`config.mk`:
```
export PLATFORM = sky130hd
export DESIGN_NAME = gpint_top
export DESIGN_NICKNAME = d
export VERILOG_FILES = /design/src/logic/gpint_pkg.sv /design/src/logic/gpint_top.sv
export VERILOG_INCLUDE_DIRS = /design/src /design/src/logic
export SDC_FILE = /design/constraint.sdc
export NUM_CORES = 1
export LEC_CHECK = 0
export BUFFER_PORTS_ARGS = -buffer_cell sky130_fd_sc_hd__buf_4
export CAP_MARGIN = 25
export CORE_MARGIN = 2
export CORE_UTILIZATION = 50
export CTS_CLUSTER_DIAMETER = 50
export DETAILED_ROUTE_END_ITERATION = 12
export GPL_ROUTABILITY_DRIVEN = 0
export GPL_TIMING_DRIVEN = 0
export PLACE_DENSITY_LB_ADDON = 0.05
export RECOVER_POWER = 100
export SLEW_MARGIN = 5
export SYNTH_ARGS = -nofsm -noshare
export SYNTH_HDL_FRONTEND = slang
export SYNTH_SLANG_ARGS = --single-unit
```
`constraint.sdc`:
```
create_clock -name aclk -period 2.65 [get_ports aclk]
set_input_delay 0.3975 -clock aclk [delete_from_list [all_inputs] [get_ports aclk]]
set_output_delay 0.3975 -clock aclk [all_outputs]
set_load 0.02 [all_outputs]
```
`src/logic/gpint_params.svh`:
```
// Constants for the port pin interrupt and owner select block
`ifndef GPINT_PARAMS_SVH
`define GPINT_PARAMS_SVH
`define GPINT_OFF_SENSE    12'h404
`define GPINT_OFF_DUAL     12'h408
`define GPINT_OFF_POL      12'h40C
`define GPINT_OFF_ENABLE   12'h410
`define GPINT_OFF_RAW      12'h414
`define GPINT_OFF_GATED    12'h418
`define GPINT_OFF_CLEAR    12'h41C
`define GPINT_OFF_OWNER    12'h420
`define GPINT_RST_CFG      8'h00
`define GPINT_RST_OWNER_B  8'h80
`define GPINT_RST_OWNER_C  8'h0F
`define GPINT_TRIG_PIN     4
`define GPINT_RESP_OKAY    2'b00
`define GPINT_RESP_SLVERR  2'b10
`endif

```
`src/logic/gpint_pkg.sv`:
```
// Types for the port pin interrupt and owner select block
`default_nettype none
package gpint_pkg;
    typedef enum {GPINT_PORT_PLAIN, GPINT_PORT_B, GPINT_PORT_C} gpint_port_t;
endpackage
`default_nettype wire

```
`src/logic/gpint_top.sv`:
```
// Pin interrupt detection, status and owner select with AXI4-Lite access
//
// Chosen here: register access over AXI4-Lite.
`include "gpint_params.svh"
`default_nettype none
module gpint_top
    import gpint_pkg::*;
#(
    parameter gpint_port_t PORT = GPINT_PORT_PLAIN
) (
    input  wire logic        aclk,          // System clock
    input  wire logic        aresetn,       // Sync reset, active low
    input  wire logic [11:0] s_axi_awaddr,  // Write address
    input  wire logic        s_axi_awvalid, // Write address valid
    output logic             s_axi_awready, // Write address ready
    input  wire logic [31:0] s_axi_wdata,   // Write data
    input  wire logic [3:0]  s_axi_wstrb,   // Write strobes
    input  wire logic        s_axi_wvalid,  // Write data valid
    output logic             s_axi_wready,  // Write data ready
    output logic [1:0]       s_axi_bresp,   // Write response
    output logic             s_axi_bvalid,  // Write response valid
    input  wire logic        s_axi_bready,  // Write response ready
    input  wire logic [11:0] s_axi_araddr,  // Read address
    input  wire logic        s_axi_arvalid, // Read address valid
    output logic             s_axi_arready, // Read address ready
    output logic [31:0]      s_axi_rdata,   // Read data
    output logic [1:0]       s_axi_rresp,   // Read response
    output logic             s_axi_rvalid,  // Read data valid
    input  wire logic        s_axi_rready,  // Read data ready
    input  wire logic [7:0]  pin_in,        // Port pins, asynchronous
    output logic [7:0]       owner_select_bits, // 1 = hardware owns pin
    output logic             port_irq_out,  // Combined port interrupt
    output logic             converter_trigger_pin // Converter trigger pulse
);

    // ************************************************************
    // Configuration and state
    // ************************************************************
    localparam logic [7:0] OWNER_RST =
        (PORT == GPINT_PORT_B) ? `GPINT_RST_OWNER_B :
        (PORT == GPINT_PORT_C) ? `GPINT_RST_OWNER_C : `GPINT_RST_CFG;

    logic [7:0]  sense_level_bits_q;
    logic [7:0]  dual_edge_bits_q;
    logic [7:0]  polarity_bits_q;
    logic [7:0]  enable_bits_q;
    logic [7:0]  edge_latch_q;
    logic [7:0]  owner_q;
    logic [7:0]  sync1_q;
    logic [7:0]  sync2_q;
    logic [7:0]  sync3_q;
    logic [7:0]  pin_q;
    logic [7:0]  unmasked_status_bits;
    logic [7:0]  gated_status_bits;
    logic [7:0]  edge_hit;
    logic [7:0]  level_hit;
    logic [7:0]  clear_bits;
    logic        aw_held_q;
    logic        w_held_q;
    logic [11:0] awaddr_q;
    logic [31:0] wdata_q;
    logic [3:0]  wstrb_q;
    logic        wr_fire;
    logic        trig_prev_q;

    function automatic logic addr_known(input logic [11:0] a);
        addr_known = (a[1:0] == 2'b00) &&
                     (a >= `GPINT_OFF_SENSE) && (a <= `GPINT_OFF_OWNER);
    endfunction

    // ************************************************************
    // Pin synchroniser, a rise counts once stages two and three agree, a fall as soon as they differ
    // ************************************************************
    // Stages run in reset too, so a high pin gives no false edge after it
    always_ff @(posedge aclk) begin
        sync1_q <= pin_in;
        sync2_q <= sync1_q;
        sync3_q <= sync2_q;
        if (!aresetn) begin
            pin_q <= sync2_q;
        end else begin
            pin_q <= (pin_q & ~(sync2_q ^ sync3_q)) |
                     (sync2_q & (sync2_q ~^ sync3_q));
        end
    end

    // ************************************************************
    // Detection
    // ************************************************************
    logic [7:0] pin_new;
    assign pin_new = (pin_q & ~(sync2_q ^ sync3_q)) |
                     (sync2_q & (sync2_q ~^ sync3_q));

    genvar gi;
    generate
        for (gi = 0; gi < 8; gi++) begin : g_pin
            logic rise;
            logic fall;
            assign rise = pin_new[gi] & ~pin_q[gi];
            assign fall = ~pin_new[gi] & pin_q[gi];
            assign edge_hit[gi] = ~sense_level_bits_q[gi] &
                (dual_edge_bits_q[gi] ? (rise | fall) :
                 (polarity_bits_q[gi] ? rise : fall));
            assign level_hit[gi] = sense_level_bits_q[gi] &
                (polarity_bits_q[gi] ? pin_q[gi] : ~pin_q[gi]);
        end
    endgenerate

    // Level pins report the live level, edge pins the latch
    assign unmasked_status_bits = level_hit |
        (edge_latch_q & ~sense_level_bits_q);
    assign gated_status_bits = unmasked_status_bits & enable_bits_q;

    assign wr_fire = (aw_held_q | s_axi_awvalid) &
                     (w_held_q | s_axi_wvalid) & ~s_axi_bvalid;
    logic [11:0] wr_addr;
    logic [31:0] wr_data;
    logic [3:0]  wr_strb;
    assign wr_addr = aw_held_q ? awaddr_q : s_axi_awaddr;
    assign wr_data = w_held_q ? wdata_q : s_axi_wdata;
    assign wr_strb = w_held_q ? wstrb_q : s_axi_wstrb;
    assign clear_bits = (wr_fire && wr_addr == `GPINT_OFF_CLEAR &&
                         wr_strb[0]) ? wr_data[7:0] : 8'h00;

    // Set wins over clear in the same cycle
    always_ff @(posedge aclk) begin
        if (!aresetn) begin
            edge_latch_q <= 8'h00;
        end else begin
            edge_latch_q <= (edge_latch_q & ~clear_bits) | edge_hit;
        end
    end

    // ************************************************************
    // Outputs
    // ************************************************************
    always_ff @(posedge aclk) begin
        if (!aresetn) begin
            port_irq_out          <= 1'b0;
            converter_trigger_pin <= 1'b0;
            trig_prev_q           <= 1'b0;
        end else begin
            port_irq_out <= |gated_status_bits;
            trig_prev_q  <= gated_status_bits[`GPINT_TRIG_PIN];
            converter_trigger_pin <= (PORT == GPINT_PORT_B) &&
                gated_status_bits[`GPINT_TRIG_PIN] && !trig_prev_q;
        end
    end
    assign owner_select_bits = owner_q;

    // ************************************************************
    // Register writes
    // ************************************************************
    always_ff @(posedge aclk) begin
        if (!aresetn) begin
            sense_level_bits_q <= `GPINT_RST_CFG;
            dual_edge_bits_q   <= `GPINT_RST_CFG;
            polarity_bits_q    <= `GPINT_RST_CFG;
            enable_bits_q      <= `GPINT_RST_CFG;
            owner_q            <= OWNER_RST;
        end else if (wr_fire && wr_strb[0]) begin
            unique case (wr_addr)
                `GPINT_OFF_SENSE:  sense_level_bits_q <= wr_data[7:0];
                `GPINT_OFF_DUAL:   dual_edge_bits_q   <= wr_data[7:0];
                `GPINT_OFF_POL:    polarity_bits_q    <= wr_data[7:0];
                `GPINT_OFF_ENABLE: enable_bits_q <= wr_data[7:0];
                `GPINT_OFF_OWNER:  owner_q            <= wr_data[7:0];
                default: ;
            endcase
        end
    end

    // ************************************************************
    // AXI4-Lite write channel
    // ************************************************************
    always_ff @(posedge aclk) begin
        if (!aresetn) begin
            aw_held_q     <= 1'b0;
            w_held_q      <= 1'b0;
            awaddr_q      <= 12'h000;
            wdata_q       <= 32'h0000_0000;
            wstrb_q       <= 4'h0;
            s_axi_awready <= 1'b0;
            s_axi_wready  <= 1'b0;
            s_axi_bvalid  <= 1'b0;
            s_axi_bresp   <= `GPINT_RESP_OKAY;
        end else begin
            s_axi_awready <= 1'b0;
            s_axi_wready  <= 1'b0;
            if (wr_fire) begin
                aw_held_q    <= 1'b0;
                w_held_q     <= 1'b0;
                s_axi_bvalid <= 1'b1;
                s_axi_bresp  <= addr_known(wr_addr) ?
                                `GPINT_RESP_OKAY : `GPINT_RESP_SLVERR;
                s_axi_awready <= ~aw_held_q;
                s_axi_wready  <= ~w_held_q;
            end else begin
                // Ready is given one cycle late, so hold what arrived
                if (s_axi_awvalid && !aw_held_q && !s_axi_bvalid) begin
                    aw_held_q     <= 1'b1;
                    awaddr_q      <= s_axi_awaddr;
                    s_axi_awready <= 1'b1;
                end
                if (s_axi_wvalid && !w_held_q && !s_axi_bvalid) begin
                    w_held_q     <= 1'b1;
                    wdata_q      <= s_axi_wdata;
                    wstrb_q      <= s_axi_wstrb;
                    s_axi_wready <= 1'b1;
                end
                if (s_axi_bvalid && s_axi_bready) begin
                    s_axi_bvalid <= 1'b0;
                end
            end
        end
    end

    // ************************************************************
    // AXI4-Lite read channel
    // ************************************************************
    always_ff @(posedge aclk) begin
        if (!aresetn) begin
            s_axi_arready <= 1'b0;
            s_axi_rvalid  <= 1'b0;
            s_axi_rdata   <= 32'h0000_0000;
            s_axi_rresp   <= `GPINT_RESP_OKAY;
        end else begin
            s_axi_arready <= 1'b0;
            if (s_axi_rvalid) begin
                if (s_axi_rready) begin
                    s_axi_rvalid <= 1'b0;
                end
            end else if (s_axi_arvalid && !s_axi_arready) begin
                s_axi_arready <= 1'b1;
                s_axi_rvalid  <= 1'b1;
                s_axi_rresp   <= addr_known(s_axi_araddr) ?
                                 `GPINT_RESP_OKAY : `GPINT_RESP_SLVERR;
                unique case (s_axi_araddr)
                    `GPINT_OFF_SENSE:
                        s_axi_rdata <= {24'h00_0000, sense_level_bits_q};
                    `GPINT_OFF_DUAL:
                        s_axi_rdata <= {24'h00_0000, dual_edge_bits_q};
                    `GPINT_OFF_POL:
                        s_axi_rdata <= {24'h00_0000, polarity_bits_q};
                    `GPINT_OFF_ENABLE:
                        s_axi_rdata <= {24'h00_0000, enable_bits_q};
                    `GPINT_OFF_RAW:
                        s_axi_rdata <= {24'h00_0000, unmasked_status_bits};
                    `GPINT_OFF_GATED:
                        s_axi_rdata <= {24'h00_0000, gated_status_bits};
                    `GPINT_OFF_OWNER:
                        s_axi_rdata <= {24'h00_0000, owner_q};
                    default:
                        s_axi_rdata <= 32'h0000_0000;
                endcase
            end
        end
    end

endmodule
`default_nettype wire

```
# After elaboration in Yosys (flattened, before gate mapping)
# Cells that the tools add are included.
[op_classes]
order_cmp = 4
eq_ne = 13
muxes = 41
n_bitwise = 87
reduce_logical = 31
[ops]
columns = ["cell", "n"]
rows = [
  ["equality test 12 x 11 -> 1 bit, second input constant", 13],
  ["one-hot mux 8 bit (7 select lines)", 1],
  ["bitwise AND 8 bit", 5],
  ["bitwise AND 1 bit", 34],
  ["two-way mux 1 bit", 34],
  ["inverter 1 bit", 30],
  ["greater-or-equal comparator 12 x 11 -> 1 bit, second input constant", 2],
  ["<= comparator 12 x 11 -> 1 bit, second input constant", 2],
  ["two-way mux 8 bit", 3],
  ["inverter 8 bit", 3],
  ["OR 8 bit", 3],
  ["AND reduction 2 bit", 8],
  ["logical AND 1 bit", 13],
  ["two-way mux 12 bit", 1],
  ["OR 1 bit", 10],
  ["OR reduction 8 bit", 1],
  ["XNOR 8 bit", 1],
  ["bitwise XOR 8 bit", 1],
  ["logical NOT 1 bit", 4],
  ["logical NOT 2 bit", 2],
  ["two-way mux 2 bit", 2],
  ["OR reduction 2 bit", 2],
  ["nonzero test 2 bit", 1],
]
[word_totals]
regBits = 145
input_bits = 75
output_inout_bits = 51
wordCells = 200

# Logic depth before layout (Yosys ltp)
# Gate-level depths: netlist of run 1.
[depth]
ltp_word = 10
depth_mapped = 9

# Worst setup path before layout of run 1
# OpenSTA, ideal clock, no wires.
[synth_path]
path_type = "reg2reg"
start = "reg aw_held_q"
end = "reg sense_level_bits_q[0]"
setup_ns = 0.133
arrival_ns = 1.768
setup_slack_ns = 0.750
stages_incl_launch_ff = 8
path_buffers = 2
period_less_slack_ns = 1.900
cell_sequence = "dfxtp_1 -> buf_6 -> or4b_4 -> o22ai_2 -> and2_1 -> buf_6 -> o2111ai_4 -> mux2i_1"
[synth_between]
elab_chain_cells = 5
[synth_rtl]
columns = ["element", "line", "text"]
rows = [
  ["from (decl)", "gpint_top.sv:58", "logic aw_held_q;"],
  ["from (signal assigned)", "gpint_top.sv:178", "aw_held_q <= 1'b0;"],
  ["from (signal assigned)", "gpint_top.sv:191", "aw_held_q <= 1'b0;"],
  ["from (signal assigned)", "gpint_top.sv:201", "aw_held_q <= 1'b1;"],
  ["OR 1 bit", "gpint_top.sv:114", "assign wr_fire = (aw_held_q | s_axi_awvalid) &"],
  ["bitwise AND 1 bit", "gpint_top.sv:114", ""],
  ["bitwise AND 1 bit", "gpint_top.sv:115", "(w_held_q | s_axi_wvalid) & ~s_axi_bvalid;"],
  ["logical AND 1 bit", "gpint_top.sv:161", "end else if (wr_fire && wr_strb[0]) begin"],
  ["AND reduction 2 bit (no source line) *", "-", ""],
  ["to (signal assigned)", "gpint_top.sv:156", "sense_level_bits_q <= `GPINT_RST_CFG;"],
  ["to (signal assigned)", "gpint_top.sv:163", "`GPINT_OFF_SENSE: sense_level_bits_q <= wr_data[7:0];"],
  ["to (decl)", "gpint_top.sv:43", "logic [7:0] sense_level_bits_q;"],
]
# Mark *: on every way between the ends. The rest lies on a longest branch, timed or not.
# A chain may end at the register's enable or synchronous reset.

# Worst setup path in the final report of run 1
[layout_path]
start = "reg aw_held_q"
end = "reg edge_latch_q[3]"
[layout_between]
elab_chain_cells = 9
[layout_rtl]
columns = ["element", "line", "text"]
rows = [
  ["parallel branches: the longest is 3 deep, another holds two-way mux 12 bit", "-", ""],
  ["logical AND 1 bit (no source line) *", "-", ""],
  ["logical AND 1 bit *", "gpint_top.sv:122", "assign clear_bits = (wr_fire && wr_addr == `GPINT_OFF_CLEAR &&"],
  ["two-way mux 8 bit *", "gpint_top.sv:122", ""],
  ["inverter 8 bit *", "gpint_top.sv:130", "edge_latch_q <= (edge_latch_q & ~clear_bits) | edge_hit;"],
  ["bitwise AND 8 bit *", "gpint_top.sv:130", ""],
  ["OR 8 bit *", "gpint_top.sv:130", ""],
  ["to (signal assigned)", "gpint_top.sv:130", ""],
  ["to (decl)", "gpint_top.sv:47", "logic [7:0] edge_latch_q;"],
]
# Mark *: on every way between the ends.

==> metrics.md, run 1 <==
| Metric | Value |
|---|---|
| Biggest register | `awaddr_q` |
| Area leader, netlist | `dfxtp_1` |
| Worst Skew | `roughly 0.006 ns` |
| Area grow syn2layout | `21.2%` |
| CP Buf/Inv Count | `1` |
| Synth Area in Adders | `under 10%` |
| Worst-skew pair later-pin latency | `between 0.4 and 0.5 ns` |
| Via Count | `between 4000 and 5000` |
| Post-DRT Antenna Nets | `0` |
| Setup_tns | `0 ns` |
| Worst-case clock buffer depth | `2` |
| Fmax | `roughly 420 MHz` |
| Synth Flop Type | `dfxtp_1` |
| Cts hold-fix bufs | `0` |
| Core Util, Final | `62.5%` |
| Nets | `854` |
| Post-synthesis sequential area ratio | `between 40 and 50%` |
| CP cell instances | `buf_6 -> or4b_4 -> o22ai_2 -> nand4_1 -> nor3_2 -> a21oi_1` |
| Max Slew Vio Count | `0` |
| Worst vdd ir | `a little under 0.7 mV` |
| Area share of and/or/nand/nor cells after synthesis | `between 10% and 20%` |
| Wire per inst | `around 17 microns` |
| Total power | `4.74 mW` |
| All-layer global routing usage | `between 20% and 30%` |
| Worst path slowest cell | `nor3_2` |
| Synth async-reset ratio | `0%` |
| Leak Pwr | `around 3.2 nW` |
| Total gr overflow | `0` |
| Port-buffer cells | `slightly below 70` |
| Crit. End Element | `register` |
| Largest net degree at the start of global routing | `17` |
| Clock tree root driver cell | `clkbuf_16` |
| I/O pin total | `about 130` |
| Post-synthesis xor/xnor area fraction | `1.33%` |
| Largest family of logic cells by synthesized area | `simple AND/OR/NAND/NOR gates` |
| Path type of the worst min-delay path | `primary input to register` |
| Vias in the first global route | `between 4000 and 5000` |
| Setup slack at placement | `0.103 ns` |
| PD cells | `661 mW/mm^2` |
| #FFs+latches synth | `119` |
| Post-synth top area share | `40.3%` |
| Post-synthesis mux area share | `roughly 15%` |
| Initial DRT Pass Iterations | `7` |
| Inserted Clock Buffers | `17` |
| First-pass GRT wire length | `24300 microns` |
| Min Clock Period, post-route | `between 2 and 2.5 ns` |
| Req. time, crit path | `~2.9 ns` |
| Period utilisation layout | `approximately 90%` |
| Max reg flops | `12` |
| CTS resizes | `0` |
| Actual slew at the worst max-slew pin | `between 1 and 1.5 ns` |
| Yosys warnings | `0` |
| Width of the die | `roughly 110 microns` |
| Initial antenna violation count | `0` |
| Compound-Gate Fraction of Synth Area | `between 10% and 20%` |
| Ant diodes | `0` |
| Clk pin slew, worst setup/hold paths | `around 0.050 ns` |
| Drt drc | `0` |
| Critical path arrival | `between 2 and 3 ns` |
| Ratio of cells with drive above 1 in the final layout | `16.1%` |
| Total setup buffers inserted after CTS | `0` |
| CTS sink cnt | `around 120` |
| # rows | `39` |
| Core box area | `0.0115 sq mm` |
| Synth area leaders | `dfxtp_1 (40%), mux2i_1 (13%), ha_1 (5.1%)` |
| DRT iter0 DRCs | `254` |
| Via/cell ratio | `5.41` |
| CTS tree | `yes` |
| Post-synth EDFFs | `0` |
| Gate Count Post-Synth | `around 640` |
| Startpoint types | `register` |
| Mean Syn Cell Area | `approximately 9 sq um` |
| Critical path's top delay family | `simple AND/OR/NAND/NOR gates` |
| Final WL | `approximately 15000 microns` |
| Hold Fails Final Rpt | `0` |
| CTS HTree Levels | `4` |
| Max-Cap Viols | `0` |
| PnR worst setup slack | `roughly 0.27 ns` |
| Kind of critical path | `register to register` |
| Die height | `~110 microns` |
| Layout fillers | `approximately 1100` |
| Starting density of the core | `between 50% and 60%` |
| Worst-path fanout max | `9` |
| Rel. slew slack | `a little under a third` |
| Status | `completed` |
| Post-DP HPWL | `10900 microns` |
| Die area | `between 0.01 and 0.015 sq mm` |
| Post-Syn Area | `between 0.005 and 0.006 sq mm` |
| RSZ-0062 raised after global routing | `no` |
| Critical path's largest stage delay | `0.76 ns` |
| Post-synth cell types | `56` |
| # setup viols final | `0` |
-- synth_stat cells, types with 4 or more instances --
cell      count
xnor2_1       8
nor2_1       36
nor4_1        6
nand3_1       6
dfxtp_1     119
a22oi_1       7
ha_1         24
o21ai_0      23
buf_2         5
nand2_1      51
nand4_1       4
inv_1        31
buf_4        27
nor2b_1      48
a21oi_1      46
nor3_1       10
clkbuf_1     20
mux2_2        7
nand2b_1     13
mux2i_1      78
a211oi_1     21
and2_1        4
-- cells by family after synthesis --
family,after synthesis
simple gates,195
compound gates,121
flops,119
buf+inv,87
mux,85
fa+ha+maj,24
xor+xnor,9
other cells,1
-- metrics by stage --
stage | hold WS, ns | instance area (sq um) | instances
finish | 0.0925 | 7170 | 911
global route | 0.0748 | 7170 | 911
CTS | 0.0570 | 7290 | 911
detailed placement | 0.312 | 6710 | 879
global placement | 0.310 | 6710 | 879
floorplan | 0.310 | 6010 | 667
-- path summary, 6_finish.rpt --
check / cells after the start / slack (ns) / end / from
worst min-delay path: 1 / 0.09 / sync1_q[7] / pin_in[7]
worst max-delay path: 6 / 0.27 / edge_latch_q[3] / aw_held_q
worst min register to register: 0 / 0.32 / sync2_q[4] / sync1_q[4]
worst max register to register: 6 / 0.27 / edge_latch_q[3] / aw_held_q
-- worst register-to-register path, delay by kind of cell (launching register included) --
family	cells	cell delay [ns]
simple gates	3	1.44
compound gates	2	0.35
flops	1	0.30
buf+inv	1	0.14
-- placed cells by master, fill, tap and decap left out, types with 23 or more instances in the layout --
| master | Yosys | layout |
|---|---|---|
| nor2b_1 | 48 | 48 |
| dfxtp_1 | 119 | 119 |
| mux2i_1 | 78 | 78 |
| o21ai_0 | 23 | 23 |
| clkbuf_1 | 20 | 49 |
| inv_1 | 31 | 31 |
| conb_1 | 1 | 27 |
| a21oi_1 | 46 | 46 |
| ha_1 | 24 | 24 |
| nand2_1 | 51 | 51 |
| nor2_1 | 36 | 36 |
| buf_4 | 27 | 63 |
-- layout make-up --
cell class / count / area [sq um] / area share [%]
well taps: 143 / 179 / 2.50
clock buffers: 20 / 457 / 6.37
clock inverters: 12 / 128 / 1.78
repair buffers: 69 / 428 / 5.97
multi-input cells: 461 / 3150 / 43.9
inverters: 32 / 120 / 1.68
flip-flops and latches: 119 / 2380 / 33.2
plain buffers: 55 / 325 / 4.54
-- metal layers --
layer / track usage [%] / share of wire [%]
met2: 41.2 / 47
met4: 12.1 / 3.1
met3: 6.16 / 6.8
met1: 30.9 / 43
met5: 0 / 0
-- power by group --
part | leakage (nW) | switching (mW) | internal (mW) | total (mW)
clock | 0.278 | 0.828 | 1.42 | 2.25
sequential | 0.976 | 0.0461 | 1.87 | 1.91
combinational | 1.93 | 0.332 | 0.240 | 0.572
(Power assumes the default switching activity.)
==> inputs of run 2 (changes only) <==
Settings changed: ABC_CLOCK_PERIOD_IN_PS set to 2650, CAP_MARGIN 25 to 20, PLACE_DENSITY set to 0.73, PLACE_DENSITY_LB_ADDON 0.05 to unset.
==> run 2 against run 1 <==
First-iteration DRC count rose by 29%. Final cell count did not move. Largest power group unchanged. Utilization rose by 0.65 points.
==> metrics.md, run 2 (synthesis gave the netlist of run 1 again) <==
| Metric | Value |
|---|---|
| Post-DP HPWL | `11000 microns (+0.97%)` |
| Initial antenna violation count | `0 (unchanged)` |
| Total gr overflow | `0 (unchanged)` |
| Crit. End Element | `register` |
| Wire per inst | `16.9 microns (-0.28%)` |
| Final WL | `15400 microns (-0.28%)` |
| Post-DP Area | `0.00671 sq mm (unchanged)` |
| Finished Layout Cells | `911 (unchanged)` |
| Path type of the worst min-delay path | `primary input to register` |
| Worst-path fanout max | `9 (unchanged)` |
| Area grow syn2layout | `22.4%` |
| Critical path arrival | `2.73 ns (+0.09 ns)` |
| CTS HTree Levels | `4 (unchanged)` |
| First-pass GRT wire length | `24400 microns (+0.31%)` |
| Hold path start | `pin_in[1]` |
| Max-Cap Viols | `0 (unchanged)` |
| Layout fillers | `957 (-8.9%)` |
| Core Util, Final | `63.2% (+0.65 points)` |
| CP Buf/Inv Count | `2 (+1)` |
| Port-buffer cells | `69 (unchanged)` |
| CTS resizes | `0 (unchanged)` |
| Leak Pwr | `3.23 nW (+1.4%)` |
| Number of cells on the critical path | `7 (+1)` |
| Setup slack at placement | `0.239 ns (+0.136 ns)` |
| Period utilisation layout | `90.7% (+1.1 points)` |
| Ant diodes | `0 (unchanged)` |
| DRT iter0 DRCs | `328 (+29%)` |
| PD cells | `698 mW/mm^2 (+5.6%)` |
| Width of the die | `113 microns (unchanged)` |
| Critical path's top delay family | `simple AND/OR/NAND/NOR gates` |
| Rel. slew slack | `40.5% (+9.3 points)` |
| Routed wl met2 | `7120 microns (-2.1%)` |
| PnR worst setup slack | `0.246 ns (-0.0281 ns)` |
| Post-DRT Antenna Nets | `0 (unchanged)` |
| Inserted Clock Buffers | `17 (unchanged)` |
| Hold worst-path end | `sync1_q[1]` |
| Starting density of the core | `51.6% (unchanged)` |
| Clk pin slew, worst setup/hold paths | `0.06 ns (about the same)` |
| Critical path's largest stage delay | `0.54 ns (-0.22 ns)` |
| Met3 Wirelength | `1380 microns (+32%)` |
| Startpoint types | `register` |
| Die area | `0.0127 sq mm (unchanged)` |
| I/O pin total | `126 (unchanged)` |
| Top layer reached by signal wires | `met4` |
| Cts hold-fix bufs | `0 (unchanged)` |
| Psw | `1.16 mW (-3.9%)` |
| Hold depth | `1 (unchanged)` |
| Fin Hold WS | `0.0994 ns (+0.00695 ns)` |
| RR Endpoint | `sense_level_bits_q[0]` |
| Switch share | `22.9% (-2.5 points)` |
| Min Clock Period, post-route | `2.40 ns (+0.0281 ns)` |
| Biggest register | `awaddr_q` |
| Kind of critical path | `register to register` |
| Max reg flops | `12 (unchanged)` |
| CTS tree | `yes` |
| Req. time, crit path | `2.98 ns (+0.07 ns)` |
| Worst-skew pair later-pin latency | `0.42 ns (about the same)` |
| Commonest non-fill, non-tap cell in the layout | `dfxtp_1` |
| CP cell instances | `buf_6 -> or4b_1 -> o22ai_1 -> and2_1 -> buf_6 -> o2111ai_2 -> mux2i_1` |
| Worst-case clock buffer depth | `2 (unchanged)` |
| Via/cell ratio | `5.49 (+1.6%)` |
| Worst path slowest cell | `or4b_1` |
| Nets | `854 (unchanged)` |
| Clock tree root driver cell | `clkbuf_16` |
| Total power | `5.05 mW (+6.7%)` |
| Placed Cells | `879 (unchanged)` |
| Most frequent cells in the layout | `dfxtp_1 (119), mux2i_1 (78), buf_4 (63)` |
| # rows | `39 (unchanged)` |
| Largest net degree at the start of global routing | `17 (unchanged)` |
| Worst Skew | `0.00621 ns (+0.0000581 ns)` |
| Status | `completed` |
| Drt drc | `0 (unchanged)` |
| Vias in the first global route | `4957 (+4.8%)` |
| Combinational Power Share | `11.3% (-0.8 points)` |
| CTS sink cnt | `119 (unchanged)` |
| Fmax | `416 MHz (-1.2%)` |
| RSZ-0062 raised after global routing | `no` |
| Crit path top cell by count | `buf_6` |
| Post-route met1 wirelength | `6200 microns (-6.7%)` |
| Fin area | `0.00724 sq mm (+1.0%)` |
| Core box area | `0.0115 sq mm (unchanged)` |
| FF-to-FF setup slack | `0.25 ns (-0.03 ns)` |
| Clk network pwr share | `50.7% (+3.1 points)` |
| Register area | `0.00238 sq mm (unchanged)` |
| Actual slew at the worst max-slew pin | `0.880 ns (-0.137 ns)` |
| All-layer global routing usage | `24.8% (-0.27 points)` |
| # setup viols final | `0 (unchanged)` |
| Reg2reg path depth | `7 (+1)` |
| Die height | `113 microns (unchanged)` |
| Setup_tns | `0 ns (unchanged)` |
| Via Count | `5004 (+1.6%)` |
| Worst R2R Start | `aw_held_q` |
| Worst vdd ir | `0.404 mV (-41%)` |
| Multi-input gate area | `0.00314 sq mm (-0.24%)` |
| Int Power | `3.89 mW (+10%)` |
| Initial DRT Pass Iterations | `6 (-1)` |
| Sequential share of power | `37.9% (-2.5 points)` |
| Max Slew Vio Count | `0 (unchanged)` |
| Total setup buffers inserted after CTS | `0 (unchanged)` |
| Hold Fails Final Rpt | `0 (unchanged)` |
| Ratio of cells with drive above 1 in the final layout | `15.6% (-0.52 points)` |
-- run 2: power groups by stage --
stage,Sequential (mW),Combinational [mW],Clock [mW]
after floorplan,1.95,0.395,0
after CTS,1.92,0.585,2.60
after global placement,1.95,0.559,0
after detailed placement,1.95,0.578,0
final,1.92,0.573,2.56
after global routing,1.92,0.633,2.68
-- run 2: layout make-up --
cell class                 count  area share (%)
multi-input combinational    461            43.4
sequential                   119            32.9
clock buffer                  24            6.93
tap                          143            2.47
timing repair buffer          69            5.91
inverter                      32            1.66
buffer                        55            4.49
clock inverter                 8            2.28
-- run 2: worst max-delay path by stage --
stage | startpoint | to | slack [ns]
finish | aw_held_q | sense_level_bits_q[0] | 0.25
global route | aw_held_q | enable_bits_q[7] | 0.11
CTS | aw_held_q | edge_latch_q[2] | 0.31
detailed placement | s_axi_araddr[11] | s_axi_rdata[7] | 0.24
global placement | s_axi_araddr[11] | s_axi_rdata[7] | 0.28
floorplan | aw_held_q | sense_level_bits_q[0] | 0.75
-- run 2: metal layers --
layer,track usage [%],vias up
met5,0,-
met4,13.8,0
met3,6.43,57
met2,41.6,246
met1,28.9,2283
li1,-,2418
==> inputs of run 3 (changes only) <==
Settings changed: ABC_AREA set to 1, REMOVE_ABC_BUFFERS set to 1.
==> run 3 against run 2 <==
Sequential share of layout area grew 0.68 points. Cell area shrank 2.0%. Non-clock buffer count shrank 49. Critical path depth grew 2. Critical path type unchanged. Largest power group unchanged. Highest routed layer unchanged.
==> metrics.md, run 3 <==
| Metric | Value |
|---|---|
| Status | `completed` |
| Sequential share of power | `40.4% (+2.5 points)` |
| Kind of critical path | `register to register` |
| Worst R2R Start | `aw_held_q` |
| All-layer global routing usage | `22.8% (-2.0 points)` |
| Port-buffer cells | `71 (+2.9%)` |
| CTS resizes | `0 (unchanged)` |
| Vias in the first global route | `4940 (-0.34%)` |
| RSZ-0062 raised after global routing | `no` |
| # rows | `40 (+2.6%)` |
| PD cells | `679 mW/mm^2 (-2.6%)` |
| Setup_tns | `0 ns (unchanged)` |
| Post-DP HPWL | `10300 microns (-6.3%)` |
| Int Power | `3.62 mW (-7.1%)` |
| # setup viols final | `0 (unchanged)` |
| Ratio of cells with drive above 1 in the final layout | `12.0% (-3.7 points)` |
| Clk network pwr share | `48.0% (-2.7 points)` |
| Critical path arrival | `2.61 ns (-0.12 ns)` |
| Synth async-reset ratio | `0% (unchanged)` |
| Startpoint types | `register` |
| Period utilisation layout | `87.3% (-3.4 points)` |
| Yosys warnings | `0 (unchanged)` |
| Post-Syn Area | `0.00611 sq mm (+3.2%)` |
| Max Slew Vio Count | `0 (unchanged)` |
| Post-synthesis sequential area ratio | `39.0% (-1.3 points)` |
| Worst vdd ir | `0.560 mV (+39%)` |
| Post-DRT Antenna Nets | `0 (unchanged)` |
| Actual slew at the worst max-slew pin | `1.16 ns (+0.279 ns)` |
| Via/cell ratio | `5.00 (-9.0%)` |
| Reg2reg path depth | `9 (+2)` |
| Clk pin slew, worst setup/hold paths | `0.05 ns (about the same)` |
| Synth Flop Type | `dfxtp_1` |
| Drt drc | `0 (unchanged)` |
| Core box area | `0.0120 sq mm (+4.3%)` |
| Cts hold-fix bufs | `0 (unchanged)` |
| CTS sink cnt | `119 (unchanged)` |
| Max-Cap Viols | `0 (unchanged)` |
| Inserted Clock Buffers | `17 (unchanged)` |
| RR Endpoint | `enable_bits_q[2]` |
| Post-DP Area | `0.00662 sq mm (-1.3%)` |
| Leak Pwr | `3.22 nW (-0.36%)` |
| Cell with the most instances after synthesis | `nand2_1` |
| Post-synth top cells | `nand2_1 (179), nor2_1 (144), dfxtp_1 (119)` |
| Routed wl met2 | `6210 microns (-13%)` |
| CTS HTree Levels | `4 (unchanged)` |
| Ant diodes | `0 (unchanged)` |
| Post-synth cell types | `36 (-36%)` |
| I/O pin total | `126 (unchanged)` |
| Wire per inst | `12.9 microns (-23%)` |
| Post-route met1 wirelength | `6900 microns (+11%)` |
| Final WL | `14200 microns (-7.5%)` |
| Gate Count Post-Synth | `872 (+36%)` |
| Clock tree root driver cell | `clkbuf_16` |
| FF-to-FF setup slack | `0.34 ns (+0.09 ns)` |
| Synth area leaders | `dfxtp_1 (39%), nand2_1 (11%), nor2_1 (8.9%)` |
| Starting density of the core | `51.1% (-0.53 points)` |
| Most frequent cells in the layout | `nand2_1 (179), nor2_1 (146), dfxtp_1 (119)` |
| Initial antenna violation count | `0 (unchanged)` |
| Area leader, netlist | `dfxtp_1` |
| Mean Syn Cell Area | `7.00 sq um (-24%)` |
| Core Util, Final | `59.3% (-3.8 points)` |
| Crit. End Element | `register` |
| Top layer reached by signal wires | `met4` |
| Initial DRT Pass Iterations | `5 (-1)` |
| Post-synth EDFFs | `0 (unchanged)` |
| Worst-skew pair later-pin latency | `0.42 ns (about the same)` |
| Die area | `0.0131 sq mm (+3.1%)` |
| Largest net degree at the start of global routing | `65 (+48)` |
| Nets | `1039 (+22%)` |
| Die height | `115 microns (+1.5%)` |
| Width of the die | `115 microns (+1.5%)` |
| Switch share | `25.0% (+2.0 points)` |
| Hold depth | `1 (unchanged)` |
| Psw | `1.20 mW (+3.9%)` |
| Worst-path fanout max | `16 (+7)` |
| #FFs+latches synth | `119 (unchanged)` |
| Biggest register | `awaddr_q` |
| Fmax | `432 MHz (+3.9%)` |
| Met3 Wirelength | `856 microns (-38%)` |
| CTS tree | `yes` |
| Combinational Power Share | `11.6% (+0.3 points)` |
| Via Count | `5500 (+9.9%)` |
| CP endpoint | `enable_bits_q[2]` |
| Hold Fails Final Rpt | `0 (unchanged)` |
| DRT iter0 DRCs | `363 (+11%)` |
| Worst Skew | `0.00501 ns (-0.00120 ns)` |
| Fin area | `0.00710 sq mm (-2.0%)` |
| Commonest non-fill, non-tap cell in the layout | `nand2_1` |
| Area grow syn2layout | `16.2%` |
| Post-synth top area share | `39.0% (-1.3 points)` |
| Total setup buffers inserted after CTS | `0 (unchanged)` |
| Req. time, crit path | `2.95 ns (-0.03 ns)` |
| First-pass GRT wire length | `23400 microns (-4.1%)` |
| Rel. slew slack | `22.7% (-18 points)` |
| Hold path start | `pin_in[0]` |
| Max reg flops | `12 (unchanged)` |
| Min Clock Period, post-route | `2.31 ns (-0.0910 ns)` |
| Path type of the worst min-delay path | `primary input to register` |
| Worst-case clock buffer depth | `2 (unchanged)` |
| Crit path from | `aw_held_q` |
| Total gr overflow | `0 (unchanged)` |
-- run 3: cell types whose count changed after synthesis, moves of 21 or more --
cell	change
a21oi_1	+21
nand3_1	+55
o21ai_0	+45
nor2_1	+108
inv_1	+61
nand2_1	+128
a211oi_1	-21
mux2i_1	-78
nor2b_1	-48
-- run 3: layout make-up --
class                   count  area [sq um]
repair buffers             75           487
inverters                  99           377
multi-input cells         628          3070
clock buffers              23           478
clock inverters             9           123
fillers                  1168          4860
flip-flops and latches    119          2380
well taps                 147           184
-- run 3: worst min-delay path by stage --
stage | to
after floorplan | sync2_q[0]
after global placement | sync2_q[5]
after detailed placement | sync2_q[1]
after CTS | sync1_q[5]
after global routing | sync1_q[5]
final | sync1_q[0]
-- run 3: power by group through the flow --
stage	clock network (mW)	logic, mW	registers, mW
floorplan	0	0.368	1.98
global placement	0	0.551	1.98
detailed placement	0	0.569	1.98
CTS	2.35	0.574	1.95
global route	2.44	0.638	1.96
finish	2.32	0.559	1.95
-- run 3: cell families after synthesis --
group / count (synthesis) / synth area share, %
and+or+nand+nor: 429 / 31.7
buffers and inverters: 151 / 11.8
AOI/OAI and AO/OA: 148 / 12.6
DFF: 119 / 39.0
adders and majority gates: 24 / 4.92
other: 1 / 0.0614
-- run 3: worst max-delay path: stages, from the launching register on --
cell	delay [ns]
dfxtp_1	0.65
inv_2	0.19
nor2_1	0.13
nand3_1	0.09
nand2_2	0.15
inv_4	0.07
nor2_4	0.26
nand3_2	0.33
o21ai_0	0.26
a21oi_1	0.06
-- run 3: per-layer routing --
layer / GRT usage (%) / vias to the layer above
met3: 4.82 / 24
met1: 31.5 / 2447
met4: 8.46 / 0
met2: 35.0 / 151
li1: - / 2878
met5: 0 / -
-- run 3: metrics by stage --
| stage | setup WS (ns) | cells | power (mW) | hold slack [ns] |
|---|---|---|---|---|
| finish | 0.337 | 1100 | 4.82 | 0.101 |
| global route | 0.102 | 1100 | 5.04 | 0.0880 |
| CTS | 0.378 | 1099 | 4.87 | 0.0682 |
| detailed placement | 0.0621 | 1067 | 2.55 | 0.312 |
| global placement | 0.0790 | 1064 | 2.53 | 0.310 |
| floorplan | 0.775 | 846 | 2.35 | 0.310 |
